<file path="config.mk">
export PLATFORM = sky130hd
export DESIGN_NAME = fiber_repeater_link_diagnostics
export DESIGN_NICKNAME = d
export VERILOG_FILES = /design/src/repeater_pkg.sv /design/src/fiber_repeater_link_diagnostics.sv
export SDC_FILE = /design/constraint.sdc
export NUM_CORES = 1
export LEC_CHECK = 0
export BUFFER_PORTS_ARGS = -buffer_cell sky130_fd_sc_hd__clkbuf_2
export CAP_MARGIN = 40
export CORE_ASPECT_RATIO = 0.6
export CORE_UTILIZATION = 35
export DETAILED_ROUTE_END_ITERATION = 8
export GPL_TIMING_DRIVEN = 0
export SLEW_MARGIN = 25
export SYNTH_ARGS = -nofsm -noshare
export SYNTH_HDL_FRONTEND = slang
export SYNTH_SLANG_ARGS = --single-unit
</file>
<file path="constraint.sdc">
create_clock -name clk -period 6.3 [get_ports clk]
set_clock_uncertainty 0.2 [all_clocks]
set_input_delay 0.63 -clock clk [delete_from_list [all_inputs] [get_ports clk]]
set_output_delay 0.63 -clock clk [all_outputs]
set_load 0.005 [all_outputs]
</file>
<file path="src/repeater_pkg.sv">
// Package with constants and carrier types of the fiber repeater diagnostics block.
package repeater_pkg;

    // ==================================================================
    // Timing
    localparam int unsigned CLK_HZ = 125_000_000;
    localparam int unsigned BLINK_HZ = 1;
    localparam int unsigned BLINK_HALF_CYCLES = CLK_HZ / (2 * BLINK_HZ);
    localparam int unsigned ACT_PULSE_NS = 50_000_000;
    localparam int unsigned ACT_PULSE_CYCLES = ACT_PULSE_NS / 8;
    localparam int unsigned ECHO_WAIT_CYCLES = 2000;
    localparam int unsigned IDLE_BITS = 11;

    // ==================================================================
    // Widths and reset values
    localparam int unsigned NPORT = 4;
    localparam int unsigned ELEC = 0;
    localparam int unsigned RAIL = 1;
    localparam int unsigned OPT_A = 2;
    localparam int unsigned OPT_B = 3;
    localparam logic [1:0] LEVEL_RESET = 2'h0;
    localparam logic [15:0] DIV_RESET = 16'h0000;

    // ==================================================================
    // Received power levels.
    typedef enum logic [1:0] {
        LVL_VERY_GOOD = 2'h0,
        LVL_GOOD = 2'h1,
        LVL_CRITICAL = 2'h3,
        LVL_BROKEN = 2'h2
    } level_t;

    typedef enum logic [1:0] {
        DIAG_POWER = 2'h0,
        DIAG_ECHO = 2'h1,
        DIAG_NONE = 2'h3
    } diag_mode_t;

    typedef enum logic [1:0] {
        RX_IDLE = 2'h0,
        RX_BITS = 2'h1,
        RX_HOLD = 2'h3
    } rx_state_t;

    // Power-up settings.
    typedef struct packed {
        logic normal_polarity_setting;
        logic echo_select_switch;
        logic redundancy;
        logic port_b_present;
    } setting_t;

    // Per optical port LEDs.
    typedef struct packed {
        logic [2:0] optical_level_bargraph;
        logic error;
    } port_led_t;

endpackage : repeater_pkg

</file>
<file path="src/fiber_repeater_link_diagnostics.sv">
// Repeater, retiming and fiber diagnostics of a copper to fiber converter.
// Function
// - Supply LED steady once speed known, 1 Hz flash while autobaud unresolved.
// - Pulse TX and RX activity LEDs for traffic on electrical connector.
// - Light_on_idle_polarity idle default: optical transmitter emits light while idle.
// - Default maps logic 1 to light on; standard setting maps to off.
// - Standard polarity without mixed option uses echo evaluation for diagnostics.
// - Standard polarity with echo disabled gives no fiber diagnostics.
// - Classify each port's received power into four levels.
// - Critical level lights yellow only, opens relay, keeps forwarding.
// - Redundant ring mode disables a port at critical level.
// - Signal on any interface drives out on all others.
// - Electrical, rail, optical A, optional optical B interfaces.
// - Every forwarded bit is retimed, no accumulated distortion.
// - Echo-detected broken fiber switches path off, sets error, alarms.
// - Redundant ring mode keeps echo evaluation active in every setting.
// - Echo monitoring only during idle phases between transmissions.
`timescale 1ns/1ps

module fiber_repeater_link_diagnostics (
    input wire logic clk,
    input wire logic resetn,
    input wire logic [15:0] bit_cycles,
    input wire logic rate_valid,
    input wire repeater_pkg::setting_t setting_pins,
    input wire logic elec_rx,
    input wire logic rail_rx,
    input wire logic [1:0] opt_rx,
    input wire logic [3:0] opt_power,
    output logic elec_tx,
    output logic elec_tx_oe,
    output logic rail_tx,
    output logic rail_tx_oe,
    output logic [1:0] opt_tx,
    output logic supply_indicator,
    output logic tx_activity_indicator,
    output logic rx_activity_indicator,
    output repeater_pkg::port_led_t led_a,
    output repeater_pkg::port_led_t led_b,
    output logic alarm_relay
);

    // ==================================================================
    // Power-up settings
    repeater_pkg::setting_t cfg;
    logic cfg_taken;

    // Settings are latched on the first clock after reset release and held.
    always_ff @(posedge clk or negedge resetn) begin
        if (!resetn) begin
            cfg <= '0;
            cfg_taken <= 1'b0;
        end else if (!cfg_taken) begin
            cfg <= setting_pins;
            cfg_taken <= 1'b1;
        end
    end

    function automatic repeater_pkg::diag_mode_t diag_of(input repeater_pkg::setting_t s);
        if (s.redundancy)
            return repeater_pkg::DIAG_ECHO;
        else if (!s.normal_polarity_setting)
            return repeater_pkg::DIAG_POWER;
        else if (!s.echo_select_switch)
            return repeater_pkg::DIAG_ECHO;
        else
            return repeater_pkg::DIAG_NONE;
    endfunction : diag_of

    repeater_pkg::diag_mode_t mode;
    assign mode = diag_of(cfg);

    // Converts a line level to logical data and back; symmetric in both directions.
    function automatic logic pol(input logic v, input logic normal);
        return normal ? ~v : v;
    endfunction : pol

    // ==================================================================
    // Inputs in logical form
    logic [3:0] rx_logic;
    logic [3:0] port_en;
    always_comb begin
        rx_logic[repeater_pkg::ELEC] = elec_rx;
        rx_logic[repeater_pkg::RAIL] = rail_rx;
        rx_logic[repeater_pkg::OPT_A] = pol(opt_rx[0], cfg.normal_polarity_setting);
        rx_logic[repeater_pkg::OPT_B] = pol(opt_rx[1], cfg.normal_polarity_setting);
    end

    // ==================================================================
    // Retiming: the first interface to leave idle owns the bus until idle.
    repeater_pkg::rx_state_t state;
    logic [1:0] owner;
    logic [15:0] bit_cnt;
    logic [3:0] idle_cnt;
    logic out_bit;
    logic [3:0] active_low;
    always_comb begin
        for (int i = 0; i < 4; i++)
            active_low[i] = port_en[i] & ~rx_logic[i];
    end

    // Sampling at mid bit and driving a full bit keeps edge jitter from piling up.
    always_ff @(posedge clk or negedge resetn) begin
        if (!resetn) begin
            state <= repeater_pkg::RX_IDLE;
            owner <= 2'h0;
            bit_cnt <= repeater_pkg::DIV_RESET;
            idle_cnt <= 4'h0;
            out_bit <= 1'b1;
        end else begin
            unique case (state)
                repeater_pkg::RX_IDLE: begin
                    out_bit <= 1'b1;
                    // Line polarity is only valid once the settings are latched; a start
                    // taken before that would forward a false frame right after reset.
                    if (cfg_taken && rate_valid && (active_low != 4'h0)) begin
                        state <= repeater_pkg::RX_BITS;
                        bit_cnt <= {1'b0, bit_cycles[15:1]};
                        idle_cnt <= 4'h0;
                        for (int i = 3; i >= 0; i--)
                            if (active_low[i])
                                owner <= 2'(i);
                    end
                end
                repeater_pkg::RX_BITS: begin
                    if (bit_cnt == 16'h0000) begin
                        bit_cnt <= bit_cycles - 16'h0001;
                        out_bit <= rx_logic[owner];
                        if (rx_logic[owner])
                            idle_cnt <= idle_cnt + 4'h1;
                        else
                            idle_cnt <= 4'h0;
                        if (rx_logic[owner] && idle_cnt == 4'(repeater_pkg::IDLE_BITS - 1))
                            state <= repeater_pkg::RX_HOLD;
                    end else begin
                        bit_cnt <= bit_cnt - 16'h0001;
                    end
                end
                repeater_pkg::RX_HOLD: begin
                    // Hold for a full bit time so the last idle bit reaches full width.
                    if (bit_cnt == 16'h0000)
                        state <= repeater_pkg::RX_IDLE;
                    else
                        bit_cnt <= bit_cnt - 16'h0001;
                end
                default: state <= repeater_pkg::RX_IDLE;
            endcase
        end
    end

    logic busy;
    assign busy = (state != repeater_pkg::RX_IDLE);

    // Every enabled interface except the source gets the regenerated bit.
    always_ff @(posedge clk or negedge resetn) begin
        if (!resetn) begin
            elec_tx <= 1'b1;
            elec_tx_oe <= 1'b0;
            rail_tx <= 1'b1;
            rail_tx_oe <= 1'b0;
            opt_tx <= 2'h0;
        end else begin
            elec_tx <= out_bit;
            elec_tx_oe <= busy && owner != 2'(repeater_pkg::ELEC);
            rail_tx <= out_bit;
            rail_tx_oe <= busy && owner != 2'(repeater_pkg::RAIL);
            // Idle stays logic 1, so the light_on_idle_polarity setting keeps light on.
            opt_tx[0] <= port_en[repeater_pkg::OPT_A]
                && pol((busy && owner != 2'(repeater_pkg::OPT_A)) ? out_bit : 1'b1,
                       cfg.normal_polarity_setting);
            opt_tx[1] <= port_en[repeater_pkg::OPT_B] && cfg.port_b_present
                && pol((busy && owner != 2'(repeater_pkg::OPT_B)) ? out_bit : 1'b1,
                       cfg.normal_polarity_setting);
        end
    end

    // ==================================================================
    // Echo evaluation: while idle, each optical input must show logic 1 within ECHO_WAIT_CYCLES.
    logic [1:0] echo_broken;
    logic [11:0] echo_cnt;
    logic [1:0] echo_seen;
    always_ff @(posedge clk or negedge resetn) begin
        if (!resetn) begin
            echo_cnt <= 12'h000;
            echo_seen <= 2'h0;
            echo_broken <= 2'h0;
        end else if (mode != repeater_pkg::DIAG_ECHO || busy) begin
            echo_cnt <= 12'h000;
            echo_seen <= 2'h0;
        end else begin
            echo_seen <= echo_seen
                | {rx_logic[repeater_pkg::OPT_B], rx_logic[repeater_pkg::OPT_A]};
            if (echo_cnt == 12'(repeater_pkg::ECHO_WAIT_CYCLES - 1)) begin
                echo_cnt <= 12'h000;
                echo_broken <= ~(echo_seen | {rx_logic[3], rx_logic[2]});
                echo_seen <= 2'h0;
            end else begin
                echo_cnt <= echo_cnt + 12'h001;
            end
        end
    end

    // ==================================================================
    // Power levels and port shutdown
    function automatic repeater_pkg::level_t lvl(input logic [1:0] p);
        unique case (p)
            2'h0: return repeater_pkg::LVL_VERY_GOOD;
            2'h1: return repeater_pkg::LVL_GOOD;
            2'h2: return repeater_pkg::LVL_CRITICAL;
            default: return repeater_pkg::LVL_BROKEN;
        endcase
    endfunction : lvl

    repeater_pkg::level_t lv [2];
    assign lv[0] = lvl(opt_power[1:0]);
    assign lv[1] = lvl(opt_power[3:2]);

    function automatic repeater_pkg::port_led_t leds(input repeater_pkg::level_t l,
                                                      input logic on, input logic echo_err);
        repeater_pkg::port_led_t r;
        r = '0;
        if (on) begin
            unique case (l)
                repeater_pkg::LVL_VERY_GOOD: r.optical_level_bargraph = 3'h7;
                repeater_pkg::LVL_GOOD: r.optical_level_bargraph = 3'h6;
                repeater_pkg::LVL_CRITICAL: r.optical_level_bargraph = 3'h4;
                repeater_pkg::LVL_BROKEN: r.error = 1'b1;
            endcase
        end
        if (echo_err)
            r.error = 1'b1;
        return r;
    endfunction : leds

    logic [1:0] bad;
    logic [1:0] present;
    assign present = {cfg.port_b_present, 1'b1};
    always_comb begin
        for (int i = 0; i < 2; i++)
            bad[i] = present[i] && ((mode == repeater_pkg::DIAG_POWER
                && (lv[i] == repeater_pkg::LVL_CRITICAL || lv[i] == repeater_pkg::LVL_BROKEN))
                || echo_broken[i]);
    end

    always_comb begin
        port_en[repeater_pkg::ELEC] = 1'b1;
        port_en[repeater_pkg::RAIL] = 1'b1;
        for (int i = 0; i < 2; i++)
            port_en[2 + i] = present[i] && !echo_broken[i]
                && !(cfg.redundancy && lv[i] != repeater_pkg::LVL_VERY_GOOD
                     && lv[i] != repeater_pkg::LVL_GOOD);
    end

    always_ff @(posedge clk or negedge resetn) begin
        if (!resetn) begin
            led_a <= '0;
            led_b <= '0;
            alarm_relay <= 1'b0;
        end else begin
            led_a <= leds(lv[0], cfg_taken && mode == repeater_pkg::DIAG_POWER,
                          echo_broken[0]);
            led_b <= leds(lv[1], cfg_taken && mode == repeater_pkg::DIAG_POWER && present[1],
                          echo_broken[1]);
            // Relay energised means healthy; drops open on critical or broken.
            alarm_relay <= cfg_taken && (bad == 2'h0);
        end
    end

    // ==================================================================
    // Indicators
    logic [25:0] blink_cnt;
    logic blink;
    logic [22:0] tx_hold;
    logic [22:0] rx_hold;
    always_ff @(posedge clk or negedge resetn) begin
        if (!resetn) begin
            blink_cnt <= 26'h0;
            blink <= 1'b0;
        end else if (blink_cnt == 26'(repeater_pkg::BLINK_HALF_CYCLES - 1)) begin
            blink_cnt <= 26'h0;
            blink <= ~blink;
        end else begin
            blink_cnt <= blink_cnt + 26'h1;
        end
    end

    // Activity is stretched so short frames remain visible.
    always_ff @(posedge clk or negedge resetn) begin
        if (!resetn) begin
            tx_hold <= 23'h0;
            rx_hold <= 23'h0;
            supply_indicator <= 1'b0;
            tx_activity_indicator <= 1'b0;
            rx_activity_indicator <= 1'b0;
        end else begin
            supply_indicator <= rate_valid ? 1'b1 : blink;
            if (busy && owner != 2'(repeater_pkg::ELEC))
                tx_hold <= 23'(repeater_pkg::ACT_PULSE_CYCLES);
            else if (tx_hold != 23'h0)
                tx_hold <= tx_hold - 23'h1;
            if (busy && owner == 2'(repeater_pkg::ELEC))
                rx_hold <= 23'(repeater_pkg::ACT_PULSE_CYCLES);
            else if (rx_hold != 23'h0)
                rx_hold <= rx_hold - 23'h1;
            tx_activity_indicator <= tx_hold != 23'h0;
            rx_activity_indicator <= rx_hold != 23'h0;
        end
    end

endmodule : fiber_repeater_link_diagnostics

</file>
Word level (Yosys, flattened, before mapping)
Cells that the tools add are included.

Register bits after elaboration: 136. Input bits: 31. Output and inout bits: 18. Word-level logic and storage cells: 187.

Add/subtract/negate cells: 7. $lt $le $gt $ge: 1. Equal/unequal tests: 27. Muxes and demuxes: 50. Bitwise gates (word level): 14. Reduce and logical (&&, ||, !) cells: 59.

Operator list (number): 23-bit two-way mux (4); 16-bit two-way mux (3); 16-bit case mux with 3 select lines (1); 23-bit nonzero test (2); 23-bit by 1-bit subtractor with 23-bit output (second input constant) (2); 16-bit by 1-bit subtractor with 16-bit output (second input constant) (2); 26-bit by 1-bit adder with 26-bit output (second input constant) (1); 26-bit equality test (second input constant) (1); 2-bit two-way mux (13); 26-bit two-way mux (1); 1-bit logical AND (24); 12-bit two-way mux (2); 4-bit two-way mux (5); 2-bit case mux with 3 select lines (3); 3-bit case mux with 3 select lines (2); 16-bit zero test (1); 2-bit zero test (8); 2-bit equality test (second input constant) (7); 2-bit != test (second input constant) (7); 2-bit nonzero test (7); 1-bit two-way mux (13); 12-bit by 1-bit adder with 12-bit output (second input constant) (1); 12-bit by 11-bit equality test with 1-bit output (second input constant) (1); 2-bit by 1-bit equality test with 1-bit output (second input constant) (5); 19 further kinds (42).

Logic depth before layout (Yosys ltp)
Word-level depth: 12. Mapped depth: 11. Mapped depth without buffers: 9.

Least setup slack after synthesis
Ideal clock, no wire load.

Path kind: register to register. Start: reg bit_cnt[6]. End: reg bit_cnt[15]. Library setup time: 0.130 ns. Arrival: 2.197 ns. Data required time: 5.970 ns. Slack: 3.773 ns. Cell stages (with the launch flop): 8. Path buffers: 1. Clock period less this slack: 2.527 ns. Cell sequence: dfrtp_1 or3_1 buf_6 or4b_4 nor4_1 mux2_2 a22oi_1 o21ai_0.

Longest elaborated chain between the ends: 3. Elaborated cells between the ends (all ways): 7. Those cells by class: add/sub (1); eq/ne (1); mux (3); reduce/logical (2).

Ends and longest elaborated chain: from (decl) (RTL line fiber_repeater_link_diagnostics.sv:93) `logic [15:0] bit_cnt;`; from (signal assigned) (RTL line fiber_repeater_link_diagnostics.sv:107) `bit_cnt <= repeater_pkg::DIV_RESET;`; from (signal assigned) (RTL line fiber_repeater_link_diagnostics.sv:118) `bit_cnt <= {1'b0, bit_cycles[15:1]};`; from (signal assigned) (RTL line fiber_repeater_link_diagnostics.sv:127) `bit_cnt <= bit_cycles - 16'h0001;`; 16-bit by 1-bit subtractor with 16-bit output or 16-bit zero test (tied branches); 16-bit two-way mux (tied with other cells) (RTL line fiber_repeater_link_diagnostics.sv:141) `if (bit_cnt == 16'h0000)`; 16-bit case mux with 3 select lines or 3-bit AND reduction (tied branches).

Parallel ways exist; a longest one is shown, timed or not. The select of a mux whose other input is x is not followed. A chain may end at the register's enable or synchronous reset.

Worst setup path after layout
Start: reg bit_cnt[0]. End: reg bit_cnt[6].

Same word-level chain as after synthesis.

==> run metrics <==
Top FF cell, synth=dfrtp_1; IO Pins=49; P&R area growth vs syn=17.7%; RD Place Congestion=0.926; starting density of the core=0.366; worst hold margin=190 ps; end-of-flow core utilization=0.430; simple-gate share of the synthesized area=0.254; # rows=39; DRC viols=0; GRT overflow=0; endpoints failing setup=0; Placed Cells=1063; DR vias/cell=around 5; TritonCTS clock tree=built; Worst path slowest cell=clkbuf_1; Total Routed Length=between 15000 and 20000 µm; top cell type's share of synthesized area=0.471; Arr. time, crit path=3190 ps; fillcell total=1868; synth top area cells=dfrtp_1 (47%), xnor2_1 (5.8%), xor2_1 (5.2%), nor2_1 (4.7%), nand2_1 (3.8%); max-slew violations=0; Synth Area in Compound Gates=0.0995; first-pass GRT wire length=28400 µm; critical path class=reg -> reg; CTS sink cnt=between 100 and 150; share of cells above drive strength 1=0.137; Max Cap Viol=0; core area=19500 µm²; DRT antenna net count=0; Post-Synth XOR/XNOR Area=0.109; first drt pass iteration count=5; H-Tree Depth=4; Unique masters post-synth=63; Yosys top cell by area=dfrtp_1; Worst Setup End Kind=register; CTS root buf=clkbuf_16; initial antenna violation count=0; overall routing resource usage=0.176; slowest stage delay, CP=460 ps; Num CTS Buffers=17; CP Cell Sequence=inv_1, ha_1, clkbuf_1, nor4b_1, nand4_1, nand2_1, o2bb2ai_1, clkbuf_1, o21ai_0; Post-synth EDFFs=0; clock latency on the worst-skew pair=about 420 ps; pin count of the biggest net entering global routing=58; Hold WC Path Type=reg -> reg; CP max FO=10; Clock Tree Buf Depth=2; relative slew slack=0.469; initial DRC count=430; Total Neg Setup Slack=0 ps; CP top delay family=simple AND/OR/NAND/NOR gates; final period utilization=0.500; cts repair resizes=0; Worst VDD drop=0.000205 V; FF+latch count, synth=roughly 140; die area=about 21000 µm²; RSZ-0062 raised after global routing=no; top-count cell post-synth=dfrtp_1; ys async rst share=1.00; Final Non-Filler Cells=around 1100; area share of fa/ha/maj cells after synthesis=0.0176; HPWL after detailed placement=12200 µm; vias in the first global route=5429; Post-Syn Nets=785; mux contribution to synthesized area=0.0142; WP buf/inv=3; largest family of logic cells by synthesized area=simple AND/OR/NAND/NOR gates; Wirelength per Cell=15.3 µm; Die Y-Extent=112 µm; leakage=3.39 nW; Post-Syn Area=7120 µm²; Final Hold Viols=0; Avg Inst Size Synth=9.57 µm²; Critical Path Start Type=register; maximum clock rate=0.318 GHz; via count=5632; register area share after synthesis=0.478; critical path data required time=6340 ps; synth cell count leaders=dfrtp_1 (134), nor2_1 (89), nand2_1 (72); CP most frequent cell=clkbuf_1; actual slew at the worst max-slew pin=790 ps; YS warnings=0; Inserted Diodes=0; status=finished clean; clock-pin transition on the worst setup and hold timing paths=~60 ps; Post-Synthesis Cells=744; pwr/cell area=327 nW/µm²; PortBufs=48; crit path time final=~3100 ps; Power Total=2.74 mW; die width=roughly 190 µm; fin nets=860
-- timing repair --
action / CTS / global route
hold buffers: 1 / 0
endpoints found under the hold margin: 27 / 0
buffers inserted: 0 / 0
-- placed cells by master, fill, tap and decap left out, drive strengths merged, types with 4 or more instances in the layout --
master,netlist,layout
a21oi,31,31
a31oi,8,8
and2,4,4
and3,9,9
buf,4,11
clkbuf,21,88
clkinv,1,5
clkinvlp,0,5
dfrtp,134,134
ha,10,10
inv,20,22
mux2,7,7
nand2,72,72
nand2b,7,7
nand3,34,34
nand3b,9,9
nand4,19,19
nand4b,4,4
nor2,89,89
nor2b,9,9
nor3,26,26
nor3b,4,4
nor4,17,17
nor4b,7,7
o211ai,4,4
o21ai,38,38
o2bb2ai,5,5
or2,4,4
or3,10,10
or4,8,8
xnor2,47,47
xor2,42,42
-- flip-flops by register name, indices dropped and copies added, names as in the netlist, 2 cells and up --
| signal | count |
|---|---|
| echo_seen | 2 |
| opt_tx | 2 |
| owner | 2 |
| cfg | 4 |
| echo_cnt | 12 |
| rx_hold | 23 |
| echo_broken | 2 |
| tx_hold | 23 |
| idle_cnt | 4 |
| led_a | 4 |
| bit_cnt | 16 |
| state | 2 |
| blink_cnt | 26 |
| led_b | 4 |
-- cells by family after synthesis --
group | Yosys count
muxes | 8
adders and majority gates | 10
DFF | 136
and+or+nand+nor | 341
xor gates and xnor gates | 89
AOI/OAI and AO/OA | 113
other | 1
buffers and inverters | 46
-- power breakdown --
group | internal (mW) | total, mW | leakage, nW | switching [mW]
clock network | 0.596 | 0.993 | 0.272 | 0.397
logic | 0.252 | 0.622 | 1.44 | 0.370
registers | 0.989 | 1.13 | 1.67 | 0.137
total | 1.84 | 2.74 | 3.39 | 0.905
-- worst paths after layout --
kind / from / endpoint / slack, ps / cells after the start
worst max-delay path: bit_cnt[0]$_DFFE_PN0P_ / bit_cnt[6]$_DFFE_PN0P_ / 3150 / 9
worst min-delay path: out_bit$_DFFE_PN1P_ / rail_tx$_DFF_PN1_ / 190 / 0
worst max register to register: bit_cnt[0]$_DFFE_PN0P_ / bit_cnt[6]$_DFFE_PN0P_ / 3150 / 9
worst min register to register: out_bit$_DFFE_PN1P_ / rail_tx$_DFF_PN1_ / 190 / 0
max in group asynchronous: resetn / echo_cnt[1]$_DFF_PN0_ / 4590 / 4
min in group asynchronous: resetn / tx_hold[6]$_DFFE_PN0P_ / 450 / 2
-- final cells by class --
type	count	area, µm²	area share
Buffer	25	110	0.0131
Clock inverter	13	146	0.0175
Timing Repair Buffer	56	339	0.0405
Inverter	21	78.8	0.00941
Multi-Input combinational cell	562	3520	0.421
Clock buffer	19	443	0.0529
Tap cell	266	333	0.0397
Sequential cell	136	3410	0.406
-- per-stage QoR --
stage	area (µm²)	setup WS (ps)
final	8380	3150
after global routing	8380	2950
after CTS	8370	3180
after detailed placement	7770	3190
after global placement	7690	2050
after floorplan	7120	3770
-- per-layer routing --
| layer | global-route usage | share of wire | up-vias |
|---|---|---|---|
| met5 | 0 | 0 | - |
| met4 | 0.0536 | 0.012 | 0 |
| met3 | 0.0435 | 0.059 | 16 |
| met2 | 0.225 | 0.38 | 136 |
| met1 | 0.281 | 0.55 | 2702 |
| li1 | - | - | 2778 |
No activity file was read; power rests on OpenSTA's default activity.
